[config.mk]
export PLATFORM = sky130hd
export DESIGN_NAME = ifsb_flag_bank
export DESIGN_NICKNAME = d
export VERILOG_FILES = /design/src/ifsb_pkg.sv /design/src/ifsb_flag_bank.sv
export SDC_FILE = /design/constraint.sdc
export NUM_CORES = 1
export LEC_CHECK = 0
export ABC_CLOCK_PERIOD_IN_PS = 4000
export BUFFER_PORTS_ARGS = -buffer_cell sky130_fd_sc_hd__buf_2
export CELL_PAD_IN_SITES_DETAIL_PLACEMENT = 0
export CELL_PAD_IN_SITES_GLOBAL_PLACEMENT = 1
export CORE_AREA = 2 2 97 99
export DETAILED_ROUTE_END_ITERATION = 6
export DIE_AREA = 0 0 99 101
export PLACE_DENSITY_LB_ADDON = 0.2
export SYNTH_ARGS = -nofsm -noshare
export SYNTH_HDL_FRONTEND = slang
export SYNTH_SLANG_ARGS = --single-unit
[constraint.sdc]
create_clock -name hclk -period 4 [get_ports hclk]
set_input_delay 0.2 -clock hclk [delete_from_list [all_inputs] [get_ports hclk]]
set_output_delay 0.2 -clock hclk [all_outputs]
set_load 0.01 [all_outputs]
[src/ifsb_pkg.sv]
package ifsb_pkg;

	// ==========================================================
	// register map (byte addresses on the AHB-Lite slave)
	localparam logic [3:0] ADDR_FLAGS_LOW  = 4'h0;
	localparam logic [3:0] ADDR_FLAGS_HIGH = 4'h4;
	localparam logic [3:0] ADDR_IRQ_EN_LOW  = 4'h8;
	localparam logic [3:0] ADDR_IRQ_EN_HIGH = 4'hc;
	localparam logic [3:0] ADDR_CLR_LOW    = 4'h0; // unused alias guard
	localparam int         ADDR_W          = 4;

	// ==========================================================
	// implemented-bit masks and reset value
	localparam logic [15:0] LOW_IMPL_MASK  = 16'h7fff;
	localparam logic [15:0] HIGH_IMPL_MASK = 16'hff5f;
	localparam logic [15:0] FLAGS_RESET    = 16'h0000;
	localparam logic [15:0] EN_RESET       = 16'h0000;

	// ==========================================================
	// bit positions, first register
	localparam int BIT_ADC_DONE    = 14;
	localparam int BIT_DMA_CH1     = 13;
	localparam int BIT_UART1_TX    = 12;
	localparam int BIT_UART1_RX    = 11;
	localparam int BIT_SPI1_EVENT  = 10;
	localparam int BIT_SPI1_FAULT  = 9;
	localparam int BIT_TIMER3      = 8;
	localparam int BIT_TIMER2      = 7;
	localparam int BIT_OCMP_CH2    = 6;
	localparam int BIT_ICAP_CH2    = 5;
	localparam int BIT_DMA_CH0     = 4;
	localparam int BIT_TIMER1      = 3;
	localparam int BIT_OCMP_CH1    = 2;
	localparam int BIT_ICAP_CH1    = 1;
	localparam int BIT_EXT_IRQ0    = 0;

	// bit positions, second register
	localparam int BIT_UART2_TX    = 15;
	localparam int BIT_UART2_RX    = 14;
	localparam int BIT_EXT_IRQ2    = 13;
	localparam int BIT_TIMER5      = 12;
	localparam int BIT_TIMER4      = 11;
	localparam int BIT_OCMP_CH4    = 10;
	localparam int BIT_OCMP_CH3    = 9;
	localparam int BIT_DMA_CH2     = 8;
	localparam int BIT_ICAP_CH7    = 6;
	localparam int BIT_EXT_IRQ1    = 4;
	localparam int BIT_CHANGE_NTFY = 3;
	localparam int BIT_COMPARATOR  = 2;
	localparam int BIT_I2C1_MASTER = 1;
	localparam int BIT_I2C1_SLAVE  = 0;

	// ==========================================================
	// ahb-lite encodings
	localparam logic [1:0] HTRANS_NONSEQ = 2'h2;
	localparam logic [1:0] HTRANS_SEQ    = 2'h3;
	localparam logic [2:0] HSIZE_WORD    = 3'h2;

endpackage : ifsb_pkg

[src/ifsb_flag_bank.sv]
// Decided for this implementation: the register offsets and register access over AHB-Lite.
`timescale 1ns/100ps
// Notes on behaviour
// - a flag reads 1 once its source has raised a request.
// - a flag reading 0 means no request from that source is pending.
// - every implemented flag is software readable and writable and is 0 after reset.
// - bit 15 of the low register is unimplemented and reads 0.
// - bits 7 and 5 of the high register are unimplemented and read 0.
// - the low register holds the adc done flag at bit 14.
// - dma channel 1 sits at low bit 13, channel 0 at low bit 4, channel 2 at high bit 8.
// - uart1 tx/rx at low bits 12/11, uart2 tx/rx at high bits 15/14.
// - spi1 event at low bit 10 and spi1 fault at low bit 9.
// - timers 3, 2, 1 at low bits 8, 7, 3; timers 5, 4 at high bits 12, 11.
// - output compare 2, 1 at low bits 6, 2; 4, 3 at high bits 10, 9.
// - input capture 2, 1 at low bits 5, 1; channel 7 at high bit 6.
// - external irq 0 at low bit 0; irq 2, 1 at high bits 13, 4.
// - change notification sits at high bit 3.
// - high bits 2, 1, 0 hold comparator, i2c1 master and i2c1 slave flags.
module ifsb_flag_bank (
	input  wire logic        hclk,
	input  wire logic        hresetn,
	// ahb-lite slave
	input  wire logic        hsel,
	input  wire logic [31:0] haddr,
	input  wire logic [1:0]  htrans,
	input  wire logic        hwrite,
	input  wire logic [2:0]  hsize,
	input  wire logic [31:0] hwdata,
	input  wire logic        hready,
	output logic      [31:0] hrdata,
	output logic             hreadyout,
	output logic             hresp,
	// peripheral request pulses/levels, same clock
	input  wire logic        adc_done_req,
	input  wire logic [2:0]  dma_ch_req,
	input  wire logic        uart1_tx_req,
	input  wire logic        uart1_rx_req,
	input  wire logic        uart2_tx_req,
	input  wire logic        uart2_rx_req,
	input  wire logic        spi1_event_req,
	input  wire logic        spi1_fault_req,
	input  wire logic [4:0]  timer_req,
	input  wire logic [3:0]  ocmp_req,
	input  wire logic        icap_ch1_req,
	input  wire logic        icap_ch2_req,
	input  wire logic        icap_ch7_req,
	input  wire logic [2:0]  ext_irq_req,
	input  wire logic        change_notify_req,
	input  wire logic        comparator_req,
	input  wire logic        i2c1_master_event_req,
	input  wire logic        i2c1_slave_event_req,
	// interrupt
	output logic             irq
);

	// ==========================================================
	// request mapping
	logic [15:0] set_low;
	logic [15:0] set_high;

	always_comb begin
		set_low                                = 16'h0000;
		set_low[ifsb_pkg::BIT_ADC_DONE]        = adc_done_req;
		set_low[ifsb_pkg::BIT_DMA_CH1]         = dma_ch_req[1];
		set_low[ifsb_pkg::BIT_DMA_CH0]         = dma_ch_req[0];
		set_low[ifsb_pkg::BIT_UART1_TX]        = uart1_tx_req;
		set_low[ifsb_pkg::BIT_UART1_RX]        = uart1_rx_req;
		set_low[ifsb_pkg::BIT_SPI1_EVENT]      = spi1_event_req;
		set_low[ifsb_pkg::BIT_SPI1_FAULT]      = spi1_fault_req;
		set_low[ifsb_pkg::BIT_TIMER3]          = timer_req[2];
		set_low[ifsb_pkg::BIT_TIMER2]          = timer_req[1];
		set_low[ifsb_pkg::BIT_TIMER1]          = timer_req[0];
		set_low[ifsb_pkg::BIT_OCMP_CH2]        = ocmp_req[1];
		set_low[ifsb_pkg::BIT_OCMP_CH1]        = ocmp_req[0];
		set_low[ifsb_pkg::BIT_ICAP_CH2]        = icap_ch2_req;
		set_low[ifsb_pkg::BIT_ICAP_CH1]        = icap_ch1_req;
		set_low[ifsb_pkg::BIT_EXT_IRQ0]        = ext_irq_req[0];
		set_high                               = 16'h0000;
		set_high[ifsb_pkg::BIT_DMA_CH2]        = dma_ch_req[2];
		set_high[ifsb_pkg::BIT_UART2_TX]       = uart2_tx_req;
		set_high[ifsb_pkg::BIT_UART2_RX]       = uart2_rx_req;
		set_high[ifsb_pkg::BIT_TIMER5]         = timer_req[4];
		set_high[ifsb_pkg::BIT_TIMER4]         = timer_req[3];
		set_high[ifsb_pkg::BIT_OCMP_CH4]       = ocmp_req[3];
		set_high[ifsb_pkg::BIT_OCMP_CH3]       = ocmp_req[2];
		set_high[ifsb_pkg::BIT_ICAP_CH7]       = icap_ch7_req;
		set_high[ifsb_pkg::BIT_EXT_IRQ2]       = ext_irq_req[2];
		set_high[ifsb_pkg::BIT_EXT_IRQ1]       = ext_irq_req[1];
		set_high[ifsb_pkg::BIT_CHANGE_NTFY]    = change_notify_req;
		set_high[ifsb_pkg::BIT_COMPARATOR]     = comparator_req;
		set_high[ifsb_pkg::BIT_I2C1_MASTER]    = i2c1_master_event_req;
		set_high[ifsb_pkg::BIT_I2C1_SLAVE]     = i2c1_slave_event_req;
	end

	// ==========================================================
	// ahb-lite address phase capture
	function automatic logic reg_hit(input logic [ifsb_pkg::ADDR_W-1:0] a, input logic [3:0] offs);
		reg_hit = (a == offs);
	endfunction

	logic                        wr_pend_q;
	logic                        wr_pend_d;
	logic [ifsb_pkg::ADDR_W-1:0] addr_q;
	logic [ifsb_pkg::ADDR_W-1:0] addr_d;
	logic                        rd_pend_q;
	logic                        rd_pend_d;
	logic                        valid_xfer;

	assign valid_xfer = hsel && hready &&
		(htrans == ifsb_pkg::HTRANS_NONSEQ || htrans == ifsb_pkg::HTRANS_SEQ);

	always_comb begin
		wr_pend_d = valid_xfer && hwrite;
		rd_pend_d = valid_xfer && !hwrite;
		addr_d    = valid_xfer ? haddr[ifsb_pkg::ADDR_W-1:0] : addr_q;
	end

	always_ff @(posedge hclk or negedge hresetn) begin
		if (!hresetn) begin
			wr_pend_q <= 1'b0;
			rd_pend_q <= 1'b0;
			addr_q    <= '0;
		end else begin
			wr_pend_q <= wr_pend_d;
			rd_pend_q <= rd_pend_d;
			addr_q    <= addr_d;
		end
	end

	// zero wait states; every access answers okay
	assign hreadyout = 1'b1;
	assign hresp     = 1'b0;

	// ==========================================================
	// flag and enable registers
	logic [15:0] flags_low_q;
	logic [15:0] flags_low_d;
	logic [15:0] flags_high_q;
	logic [15:0] flags_high_d;
	logic [15:0] en_low_q;
	logic [15:0] en_low_d;
	logic [15:0] en_high_q;
	logic [15:0] en_high_d;
	logic        wr_low;
	logic        wr_high;

	assign wr_low  = wr_pend_q && reg_hit(addr_q, ifsb_pkg::ADDR_FLAGS_LOW);
	assign wr_high = wr_pend_q && reg_hit(addr_q, ifsb_pkg::ADDR_FLAGS_HIGH);

	// software may write 1 as well as 0; a request in the write cycle still lands
	always_comb begin
		flags_low_d  = (wr_low ? hwdata[15:0] : flags_low_q) | set_low;
		flags_low_d  = flags_low_d & ifsb_pkg::LOW_IMPL_MASK;
		flags_high_d = (wr_high ? hwdata[15:0] : flags_high_q) | set_high;
		flags_high_d = flags_high_d & ifsb_pkg::HIGH_IMPL_MASK;
		en_low_d     = (wr_pend_q && reg_hit(addr_q, ifsb_pkg::ADDR_IRQ_EN_LOW)) ?
			(hwdata[15:0] & ifsb_pkg::LOW_IMPL_MASK) : en_low_q;
		en_high_d    = (wr_pend_q && reg_hit(addr_q, ifsb_pkg::ADDR_IRQ_EN_HIGH)) ?
			(hwdata[15:0] & ifsb_pkg::HIGH_IMPL_MASK) : en_high_q;
	end

	always_ff @(posedge hclk or negedge hresetn) begin
		if (!hresetn) begin
			flags_low_q  <= ifsb_pkg::FLAGS_RESET;
			flags_high_q <= ifsb_pkg::FLAGS_RESET;
			en_low_q     <= ifsb_pkg::EN_RESET;
			en_high_q    <= ifsb_pkg::EN_RESET;
		end else begin
			flags_low_q  <= flags_low_d;
			flags_high_q <= flags_high_d;
			en_low_q     <= en_low_d;
			en_high_q    <= en_high_d;
		end
	end

	// ==========================================================
	// read data, combinational from registers in the data phase
	always_comb begin
		hrdata = 32'h0000_0000;
		if (rd_pend_q) begin
			case (addr_q)
				ifsb_pkg::ADDR_FLAGS_LOW:   hrdata[15:0] = flags_low_q;
				ifsb_pkg::ADDR_FLAGS_HIGH:  hrdata[15:0] = flags_high_q;
				ifsb_pkg::ADDR_IRQ_EN_LOW:  hrdata[15:0] = en_low_q;
				ifsb_pkg::ADDR_IRQ_EN_HIGH: hrdata[15:0] = en_high_q;
				default:                    hrdata = 32'h0000_0000;
			endcase
		end
	end

	// level interrupt, released once software clears the flag or its enable bit
	assign irq = |(flags_low_q & en_low_q) || |(flags_high_q & en_high_q);

	// ==========================================================
	// checks
	a_req_sets_flag: assert property (@(posedge hclk) disable iff (!hresetn)
		(|set_low) |=> ((flags_low_q & $past(set_low)) == $past(set_low)))
		else $error("low flag request not latched");
	a_high_set_wins: assert property (@(posedge hclk) disable iff (!hresetn)
		(wr_high && |set_high) |=> ((flags_high_q & $past(set_high)) == $past(set_high)))
		else $error("set lost against clear");
	a_flag_holds: assert property (@(posedge hclk) disable iff (!hresetn)
		(!wr_low && flags_low_q[ifsb_pkg::BIT_ADC_DONE]) |=> flags_low_q[ifsb_pkg::BIT_ADC_DONE])
		else $error("flag dropped without clear");
	a_low_top_zero: assert property (@(posedge hclk) disable iff (!hresetn)
		!flags_low_q[15])
		else $error("unimplemented low bit set");
	a_high_gaps_zero: assert property (@(posedge hclk) disable iff (!hresetn)
		!flags_high_q[7] && !flags_high_q[5])
		else $error("unimplemented high bit set");
	a_clear_takes: assert property (@(posedge hclk) disable iff (!hresetn)
		(wr_low && hwdata[15:0] == 16'h0000 && set_low == 16'h0000) |=> flags_low_q == 16'h0000)
		else $error("clear write ignored");
	a_adc_place: assert property (@(posedge hclk) disable iff (!hresetn)
		adc_done_req |=> flags_low_q[14])
		else $error("adc flag misplaced");
	a_i2c_place: assert property (@(posedge hclk) disable iff (!hresetn)
		(i2c1_slave_event_req || comparator_req) |=>
		((flags_high_q[0] || !$past(i2c1_slave_event_req)) && (flags_high_q[2] || !$past(comparator_req))))
		else $error("i2c or comparator flag misplaced");
	a_read_zero_none: assert property (@(posedge hclk) disable iff (!hresetn)
		(rd_pend_q && addr_q == ifsb_pkg::ADDR_FLAGS_HIGH) |-> hrdata[31:16] == 16'h0000)
		else $error("upper read bits not zero");

endmodule // ifsb_flag_bank

==> metrics.csv, run 1 <==
metric,value,unit
WS Path Type,flop to output port,
number of synthesized flops with an enable pin,0,
Layout Area Growth over Synthesis,13.7,%
drc violations,0,
Min-Delay Startpoint,hwrite,
ys async rst share,100,%
mean routed wirelength per cell,17.9,um
post-synthesis cell count,279,
total gr overflow,0,
Die W,99,um
pin count of the biggest net entering global routing,34,
Crit path required time,3.80,ns
RR Startpoint,addr_q[2],
vias in the first global route,2406,
CTS sink cnt,64,
post-synthesis cell area,3530,sq um
Seq cells post-synth,64,
Fin Clk Skew,0.00723,ns
H-tree levels,3,
GRT Total Usage,17.3,%
final setup margin,1.48,ns
row count,35,
DR iter-0 viols,63,
CTS buffer count,9,
Root Buffer,clkbuf_8,
clock tree buffer depth,2,
Psw,0.407,mW
clock share of power,31.6,%
io pins,138,
post-synth cell types,33,
Leakage,1.76,nW
CP endpoint kind,output port,
crit start category,flop,
initial antenna violation count,0,
"worst slack, placed",1.73,ns
VDD IR max,0.000130,V
Reg power frac,50.6,%
routability cong.,0.737,
outcome,"complete, no violations",
period utilization,62.9,%
drt via density,5.26,
Starting Density,39.3,%
Worst Path Max Fanout,21,
fin crit period,2.52,ns
PD cells,375,nW/um^2
first-pass GRT wire length,13.2,mm
final setup vio count,0,
clk_lat worst skew,0.33,ns
diodes inserted,0,
Die Area,10000,sq um
vias after detailed routing,2431,
clock slew at reported path FFs,0.06,ns
Critical Path Start,addr_q[2],
Post-DRT Antenna Nets,0,
Final #Nets,452,
port buffer count,71,
total of max-cap violations,0,
worst endpoint data arrival time,2.32,ns
Slew @ Worst Pin,1.05,ns
share of layout cells above drive strength 1,48.1,%
TritonCTS clock tree,done,
drt total wl,8.26,mm
RSZ-0062 raised after global routing,no,
prevailing post-synth register cell,dfrtp_1,
part of the power in combinational logic,17.8,%
HPWL Detailed,5.68,mm
Core Box Area,8980,sq um
post-synthesis sequential area ratio,45.4,%
Pint,1.09,mW
Hold Crit Class,input pin to flop,
fmax,398,MHz
setup tns final,0,ns
Slew headroom,30.2,%
die height,101,um
Yosys warning count,0,
final hold viol count,0,
synthesized area per cell,12.6,sq um
Pre-Repair DR Iteration Count,4,
Switching Share,27.1,%
fin. max-slew vios,0,
## cells by family after synthesis
kind of cell / Yosys count / share of synthesized area, %
multiplexers: 49 / 21.8
buffers and inverters: 32 / 7.34
AO/OA/AOI/OAI: 43 / 8.94
flip-flops: 64 / 45.4
AND/OR/NAND/NOR: 89 / 16.3
other: 2 / 0.213
## power groups by stage
| stage | Sequential (mW) | Combinational (mW) | Clock (mW) |
|---|---|---|---|
| 5_1_grt | 0.768 | 0.291 | 0.524 |
| 3_5_place_dp | 0.772 | 0.270 | 0 |
| 4_1_cts | 0.760 | 0.271 | 0.490 |
| 2_1_floorplan | 0.737 | 0.227 | 0 |
| 6_report | 0.760 | 0.268 | 0.474 |
| 3_3_place_gp | 0.770 | 0.266 | 0 |
## through the flow
stage | util (%) | instances | total power [mW] | hold WS (ns) | instance area, sq um
floorplan | - | 295 | 0.964 | -0.0956 | 3590
global placement | 42.8 | 448 | 1.04 | 0.312 | 3840
detailed placement | 42.8 | 448 | 1.04 | 0.304 | 3840
CTS | 44.7 | 462 | 1.52 | 0.0209 | 4010
global route | 44.7 | 462 | 1.58 | 0.0201 | 4010
finish | 44.7 | 462 | 1.50 | 0.0372 | 4010
## worst max-delay path: stages (launching register included)
cell and delay (ns):
dfrtp_1 1.03, mux4_2 0.59, and3_1 0.21, buf_2 0.14
## final cells by class
| cell class | instances | area, sq um |
|---|---|---|
| Clock buffer | 12 | 155 |
| Clock inverter | 1 | 5.00 |
| Fill cell | 880 | 4970 |
| Inverter | 1 | 3.75 |
| Multi-Input combinational cell | 199 | 1730 |
| Sequential cell | 64 | 1600 |
| Tap cell | 111 | 139 |
| Timing Repair Buffer | 74 | 380 |
## what timing repair did
| action | CTS | global route |
|---|---|---|
| buffers inserted | 0 | 0 |
| setup endpoints to repair | 0 | 0 |
| hold buffers | 1 | 0 |
| gates resized for setup | 0 | 0 |
| endpoints found under the hold margin | 32 | 0 |
## cell usage after synthesis, types with 3 or more instances
master    number  area [sq um]
dfrtp_1       64          1600
a21oi_2       15           131
mux2i_1        3          30.0
mux2_4        20           300
buf_4         20           150
and3_1        11          68.8
nor2_1        32           120
a221oi_1       3          26.3
a22oi_1        8          60.1
mux2_2        13           146
nor3_1        16          80.1
buf_6          6          67.6
nor3_2        15           150
mux4_2        13           293
a21oi_1       14          70.1
## sequential cells by signal, summed over array words and instances (netlist names)
| signal | count |
|---|---|
| wr_pend_q | 1 |
| addr_q | 4 |
| flags_high_q | 14 |
| en_low_q | 15 |
| rd_pend_q | 1 |
| flags_low_q | 15 |
| en_high_q | 14 |
## layout by cell type, fill, tap and decap left out, drive strengths merged, types with 2 or more instances in the layout
master / n
nor3: 31
mux2i: 3
a22oi: 8
dfrtp: 64
and3: 13
nor2: 34
nand2: 2
a21oi: 29
clkbuf: 12
nand3: 3
conb: 18
a22o: 2
mux2: 33
mux4: 13
nand4: 3
buf: 73
a221oi: 3
## final timing paths
kind	end	slack (ns)	depth (start not counted)
max in group asynchronous	flags_high_q[10]	2.61	3
max reg2reg	flags_high_q[4]	1.79	3
min reg2reg	en_high_q[10]	0.54	1
min in group asynchronous	en_high_q[4]	0.47	2
min	rd_pend_q	0.04	2
max	hrdata[14]	1.48	3
## metal layers
metal / vias up / routed length (um) / track usage (%)
met5: - / 0 / 0
met3: 7 / 393 / 3.95
met4: 0 / 79 / 4.43
met2: 68 / 4150 / 29.1
met1: 1225 / 3640 / 22.8
li1: 1131 / - / -
Note: power is estimated with default switching activity, not from simulation.
==> inputs of run 2 (changes only) <==
--- a/config.mk
+++ b/config.mk
@@ -5,13 +5,13 @@
 export SDC_FILE = /design/constraint.sdc
 export NUM_CORES = 1
 export LEC_CHECK = 0
-export ABC_CLOCK_PERIOD_IN_PS = 4000
+export ABC_CLOCK_PERIOD_IN_PS = 2340
 export BUFFER_PORTS_ARGS = -buffer_cell sky130_fd_sc_hd__buf_2
 export CELL_PAD_IN_SITES_DETAIL_PLACEMENT = 0
 export CELL_PAD_IN_SITES_GLOBAL_PLACEMENT = 1
-export CORE_AREA = 2 2 97 99
+export CORE_AREA = 2 2 100 102
 export DETAILED_ROUTE_END_ITERATION = 6
-export DIE_AREA = 0 0 99 101
+export DIE_AREA = 0 0 102 104
 export PLACE_DENSITY_LB_ADDON = 0.2
 export SYNTH_ARGS = -nofsm -noshare
 export SYNTH_HDL_FRONTEND = slang
==> constraint.sdc (replaced) <==
create_clock -name hclk -period 2.34 [get_ports hclk]
set_input_delay 0.117 -clock hclk [delete_from_list [all_inputs] [get_ports hclk]]
set_output_delay 0.117 -clock hclk [all_outputs]
set_load 0.01 [all_outputs]
==> run 2 against run 1 <==
Combinational power up 91%. Routed wire length up 2.5%. Non-clock buffer count up 6. Largest cell class unchanged. Worst setup slack worse by 1.3 ns. Die area up 6.1%. Count of clock-buffer cells in the layout up 1.
==> metrics.csv, run 2 (synthesis gave the netlist of run 1 again) <==
metric,value,unit
Post-DRT Antenna Nets,0,
outcome,"complete, no violations",
placed cells,474,
diodes inserted,0,
clk_lat worst skew,0.34,ns
share of layout cells above drive strength 1,48.6,%
total gr overflow,0,
final setup vio count,0,
io pins,138,
Min-Delay Startpoint,haddr[2],
RSZ-0062 raised after global routing,no,
fin crit period,2.15,ns
clock tree buffer depth,2,
Layout Area Growth over Synthesis,17.7,%
Leakage,1.81,nW
fillers,947,
PD cells,664,nW/um^2
fmax,465,MHz
routability cong.,0.780,
vias after detailed routing,2442,
Worst Path Max Fanout,12,
Fin Clk Skew,0.00562,ns
reg2reg end,en_high_q[1],
crit start category,flop,
Slew headroom,48.6,%
total of max-cap violations,0,
Die Area,10600,sq um
vias in the first global route,2511,
"most common cell after layout, fill and taps aside",buf_2,
Switching Share,27.0,%
Starting Density,36.9,%
Critical Path Start,addr_q[2],
fin. max-slew vios,0,
R2R depth,3,
RR Startpoint,addr_q[2],
drt via density,4.95,
Core Box Area,9550,sq um
row count,36,
Hold Crit Depth,2,
Pre-Repair DR Iteration Count,6,
CP endpoint kind,output port,
HPWL Detailed,5.89,mm
mean routed wirelength per cell,17.2,um
Final #Nets,458,
drt total wl,8.47,mm
Reg power frac,45.9,%
Slew @ Worst Pin,0.771,ns
clock share of power,35.5,%
worst endpoint data arrival time,2.04,ns
Post-CTS Resized,0,
part of the power in combinational logic,18.5,%
VDD IR max,0.000317,V
Die W,102,um
Pint,2.01,mW
Root Buffer,clkbuf_8,
CTS sink cnt,64,
hold slack,0.0117,ns
CTS buffer count,9,
period utilization,92.0,%
pin count of the biggest net entering global routing,35,
Finished Layout Cells,493,
Min-Delay Endpoint,addr_q[2],
Largest regs,"en_low_q x15, flags_low_q x15",
DR iter-0 viols,91,
initial antenna violation count,0,
Psw,0.745,mW
TritonCTS clock tree,done,
H-tree levels,3,
clock slew at reported path FFs,0.07,ns
"commonest cells after routing, fill and taps aside","buf_2, dfrtp_1, nor2_1, mux2_4, conb_1",
die height,104,um
drc violations,0,
r2r setup slk,0.43,ns
Crit path required time,2.22,ns
port buffer count,71,
WS Path Type,flop to output port,
final hold viol count,0,
GRT Total Usage,16.9,%
Hold Crit Class,input pin to flop,
first-pass GRT wire length,13.5,mm
setup tns final,0,ns
## run 2: worst max path at each step
stage,end,slack [ns],depth (start not counted)
global placement,en_high_q[12],0.43,3
CTS,hrdata[1],0.15,4
floorplan,en_low_q[10],0.87,5
global route,hrdata[1],0.07,4
finish,hrdata[1],0.19,4
detailed placement,en_high_q[1],0.41,3
## run 2: cell type report
cell class              instances  area (sq um)  area share (%)
inverters                       1          3.75          0.0904
multi-input cells             199          1730            41.6
repair buffers                 80           455            11.0
clock buffers                  13           159            3.83
clock inverters                 3          40.0           0.964
well taps                     133           166            4.01
flip-flops and latches         64          1600            38.6
## run 2: power groups by stage
stage / Sequential (mW) / Combinational [mW] / Clock [mW]
final: 1.27 / 0.511 / 0.980
after global routing: 1.28 / 0.559 / 1.05
after CTS: 1.27 / 0.518 / 0.998
after detailed placement: 1.29 / 0.513 / 0
after global placement: 1.28 / 0.507 / 0
after floorplan: 1.26 / 0.388 / 0
## run 2: what timing repair did
action,in CTS,in global routing
hold buffers,3,0
setup buffers,0,0
endpoints found under the hold margin,33,0
## run 2: routing by layer
layer	track usage [%]	wire, um	vias to the layer above
met2	26.5	4030	67
li1	-	-	1151
met5	0	0	-
met4	5.71	93	0
met3	3.36	406	7
met1	23.3	3950	1217
## run 2: critical path, cell delays in order, from the launching register on
cell     delay (ns)
dfrtp_1        0.65
buf_4          0.34
mux4_2         0.34
and3_2         0.23
buf_2          0.14
## run 2: metrics by stage
step / setup WS (ns) / cell area (sq um) / util [%] / total power, mW
4_1_cts: 0.146 / 4150 / 43.5 / 2.78
6_report: 0.187 / 4150 / 43.5 / 2.76
3_5_place_dp: 0.415 / 3920 / 41.1 / 1.80
5_1_grt: 0.0693 / 4150 / 43.5 / 2.89
3_3_place_gp: 0.433 / 3920 / 41.1 / 1.79
2_1_floorplan: 0.869 / 3590 / - / 1.65
==> inputs of run 3 (changes only) <==
--- a/config.mk
+++ b/config.mk
@@ -5,13 +5,13 @@
 export SDC_FILE = /design/constraint.sdc
 export NUM_CORES = 1
 export LEC_CHECK = 0
-export ABC_CLOCK_PERIOD_IN_PS = 2340
+export ABC_CLOCK_PERIOD_IN_PS = 1800
 export BUFFER_PORTS_ARGS = -buffer_cell sky130_fd_sc_hd__buf_2
 export CELL_PAD_IN_SITES_DETAIL_PLACEMENT = 0
 export CELL_PAD_IN_SITES_GLOBAL_PLACEMENT = 1
-export CORE_AREA = 2 2 100 102
+export CORE_AREA = 2 2 105 107
 export DETAILED_ROUTE_END_ITERATION = 6
-export DIE_AREA = 0 0 102 104
+export DIE_AREA = 0 0 107 109
 export PLACE_DENSITY_LB_ADDON = 0.2
 export SYNTH_ARGS = -nofsm -noshare
 export SYNTH_HDL_FRONTEND = slang
==> constraint.sdc (replaced) <==
create_clock -name hclk -period 1.8 [get_ports hclk]
set_input_delay 0.09 -clock hclk [delete_from_list [all_inputs] [get_ports hclk]]
set_output_delay 0.09 -clock hclk [all_outputs]
set_load 0.01 [all_outputs]
==> run 3 against run 2 <==
The flow now finishes with violations (setup timing). Cell count up 5.1%. Global-route usage shrank 0.57 points. Hold slack hardly changed. First-iteration DRC count up 19%. Flip-flop and latch count stayed put. Register-to-register slack worse by 0.29 ns. Utilization down 0.49 points. Via count increased by 5.2%. Clock power rose by 29%. Largest cell class unchanged.
==> metrics.csv, run 3 (synthesis gave the netlist of run 1 again) <==
metric,value,unit
outcome,"finished, violations left",
failing checks,setup timing,
worst path bufs/invs,2,
drt via density,4.96,
Root Buffer,clkbuf_8,
vias in the first global route,2603,
port buffer count,71,
RR Startpoint,addr_q[3],
clock slew at reported path FFs,0.07,ns
Sequential Area,1600,sq um
Psw,1.01,mW
RSZ-0062 raised after global routing,yes,
CP endpoint kind,output port,
worst endpoint data arrival time,1.76,ns
DR iter-0 viols,108,
Pre-Repair DR Iteration Count,4,
final hold viol count,0,
clk_lat worst skew,0.33,ns
clock tree buffer depth,2,
HPWL Detailed,6.02,mm
Hold Crit Class,input pin to flop,
routability cong.,0.725,
Largest regs,"en_low_q x15, flags_low_q x15",
io pins,138,
CP top delay family,multiplexers,
mean routed wirelength per cell,17.8,um
part of the power in combinational logic,21.9,%
VDD IR max,0.000387,V
Leakage,1.93,nW
Worst Path Max Fanout,5,
Critical Path Start,addr_q[3],
Reg power frac,44.3,%
Util after Layout,43.0,%
Starting Density,33.3,%
die height,109,um
total power,3.72,mW
r2r setup slk,0.14,ns
"Slowest-stage cell, CP",mux4_2,
total of max-cap violations,0,
total gr overflow,0,
initial antenna violation count,0,
CP max stage delay,0.51,ns
Switching Share,27.1,%
CTS sink cnt,64,
CP cell instances,buf_12 -> mux4_2 -> and3_4 -> buf_6,
Die Area,11700,sq um
final setup vio count,11,
fin crit period,1.85,ns
R2R depth,6,
share of layout cells above drive strength 1,53.4,%
Post-DRT Antenna Nets,0,
"most common cell after layout, fill and taps aside",dfrtp_1,
Die W,107,um
Final #Nets,476,
vias after detailed routing,2570,
TritonCTS clock tree,done,
Stages on worst setup path,4,
fin. max-slew vios,0,
clock share of power,33.8,%
reg2reg end,en_low_q[1],
end point of the critical path,hrdata[1],
drt total wl,9.25,mm
WS Path Type,flop to output port,
CTS buffer count,9,
row count,38,
"commonest cells after routing, fill and taps aside","dfrtp_1, buf_2, nor2_1, mux2_4, conb_1",
Fin Clk Skew,0.00449,ns
crit start category,flop,
Core Box Area,10600,sq um
fmax,539,MHz
diodes inserted,0,
fillers,1046,
drc violations,0,
Layout Area Growth over Synthesis,29.3,%
H-tree levels,3,
pin count of the biggest net entering global routing,65,
Pint,2.72,mW
first-pass GRT wire length,14.3,mm
PD cells,817,nW/um^2
Crit path required time,1.71,ns
final setup margin,-0.0549,ns
GRT Total Usage,16.3,%
period utilization,103,%
Multi-input gate area,1820,sq um
==> run 3: stage by stage <==
| step | hold slack, ns | setup slack, ns | instances | setup TNS (ns) | area (sq um) |
|---|---|---|---|---|---|
| 2_1_floorplan | -0.206 | 0.329 | 295 | 0 | 3590 |
| 3_3_place_gp | 0.142 | 0.169 | 485 | 0 | 4010 |
| 3_5_place_dp | 0.138 | 0.157 | 485 | 0 | 4010 |
| 4_1_cts | 0.00127 | -0.147 | 516 | -2.39 | 4530 |
| 5_1_grt | 0.00806 | -0.110 | 518 | -1.20 | 4560 |
| 6_report | 0.0116 | -0.0549 | 518 | -0.235 | 4560 |
==> run 3: power by group through the flow <==
stage                     Sequential [mW]  Combinational [mW]  Clock [mW]
after floorplan                      1.64               0.504           0
after global placement               1.66               0.701           0
after detailed placement             1.67               0.711           0
after CTS                            1.65               0.856        1.30
after global routing                 1.67               0.887        1.36
final                                1.65               0.814        1.26
==> run 3: repair_timing <==
item                                   4_1_cts  5_1_grt
gates cloned                                 2        1
endpoints found under the hold margin       72        0
pin swaps                                    5        2
setup endpoints to repair                   14       46
setup buffers                                5        3
resized for setup                           25        7
hold buffers                                 8        0
==> run 3: worst min path at each step <==
| stage | slack [ns] | start | cells after the start | to |
|---|---|---|---|---|
| 6_report | 0.01 | hwdata[5] | 2 | en_low_q[5] |
| 2_1_floorplan | -0.21 | hresetn | 0 | addr_q[0] |
| 5_1_grt | 0.008 | hwdata[5] | 2 | en_low_q[5] |
| 3_3_place_gp | 0.14 | hresetn | 2 | flags_high_q[13] |
| 3_5_place_dp | 0.14 | hresetn | 2 | flags_high_q[13] |
| 4_1_cts | 0.001 | hwdata[5] | 2 | en_low_q[5] |
==> run 3: layer usage <==
| layer | up-vias | global-route usage (%) | part of all wire, % |
|---|---|---|---|
| met3 | 10 | 2.09 | 3.0 |
| met5 | - | 0 | 0 |
| li1 | 1187 | - | - |
| met1 | 1301 | 21.6 | 46 |
| met2 | 72 | 28.0 | 50 |
| met4 | 0 | 4.92 | 1.2 |
==> run 3: cell type report <==
type / count / area share [%]
flip-flops and latches: 64 / 35.2
clock buffers: 13 / 3.49
inverters: 1 / 0.0823
well taps: 140 / 3.84
clock inverters: 3 / 0.878
repair buffers: 97 / 16.7
multi-input cells: 200 / 39.8
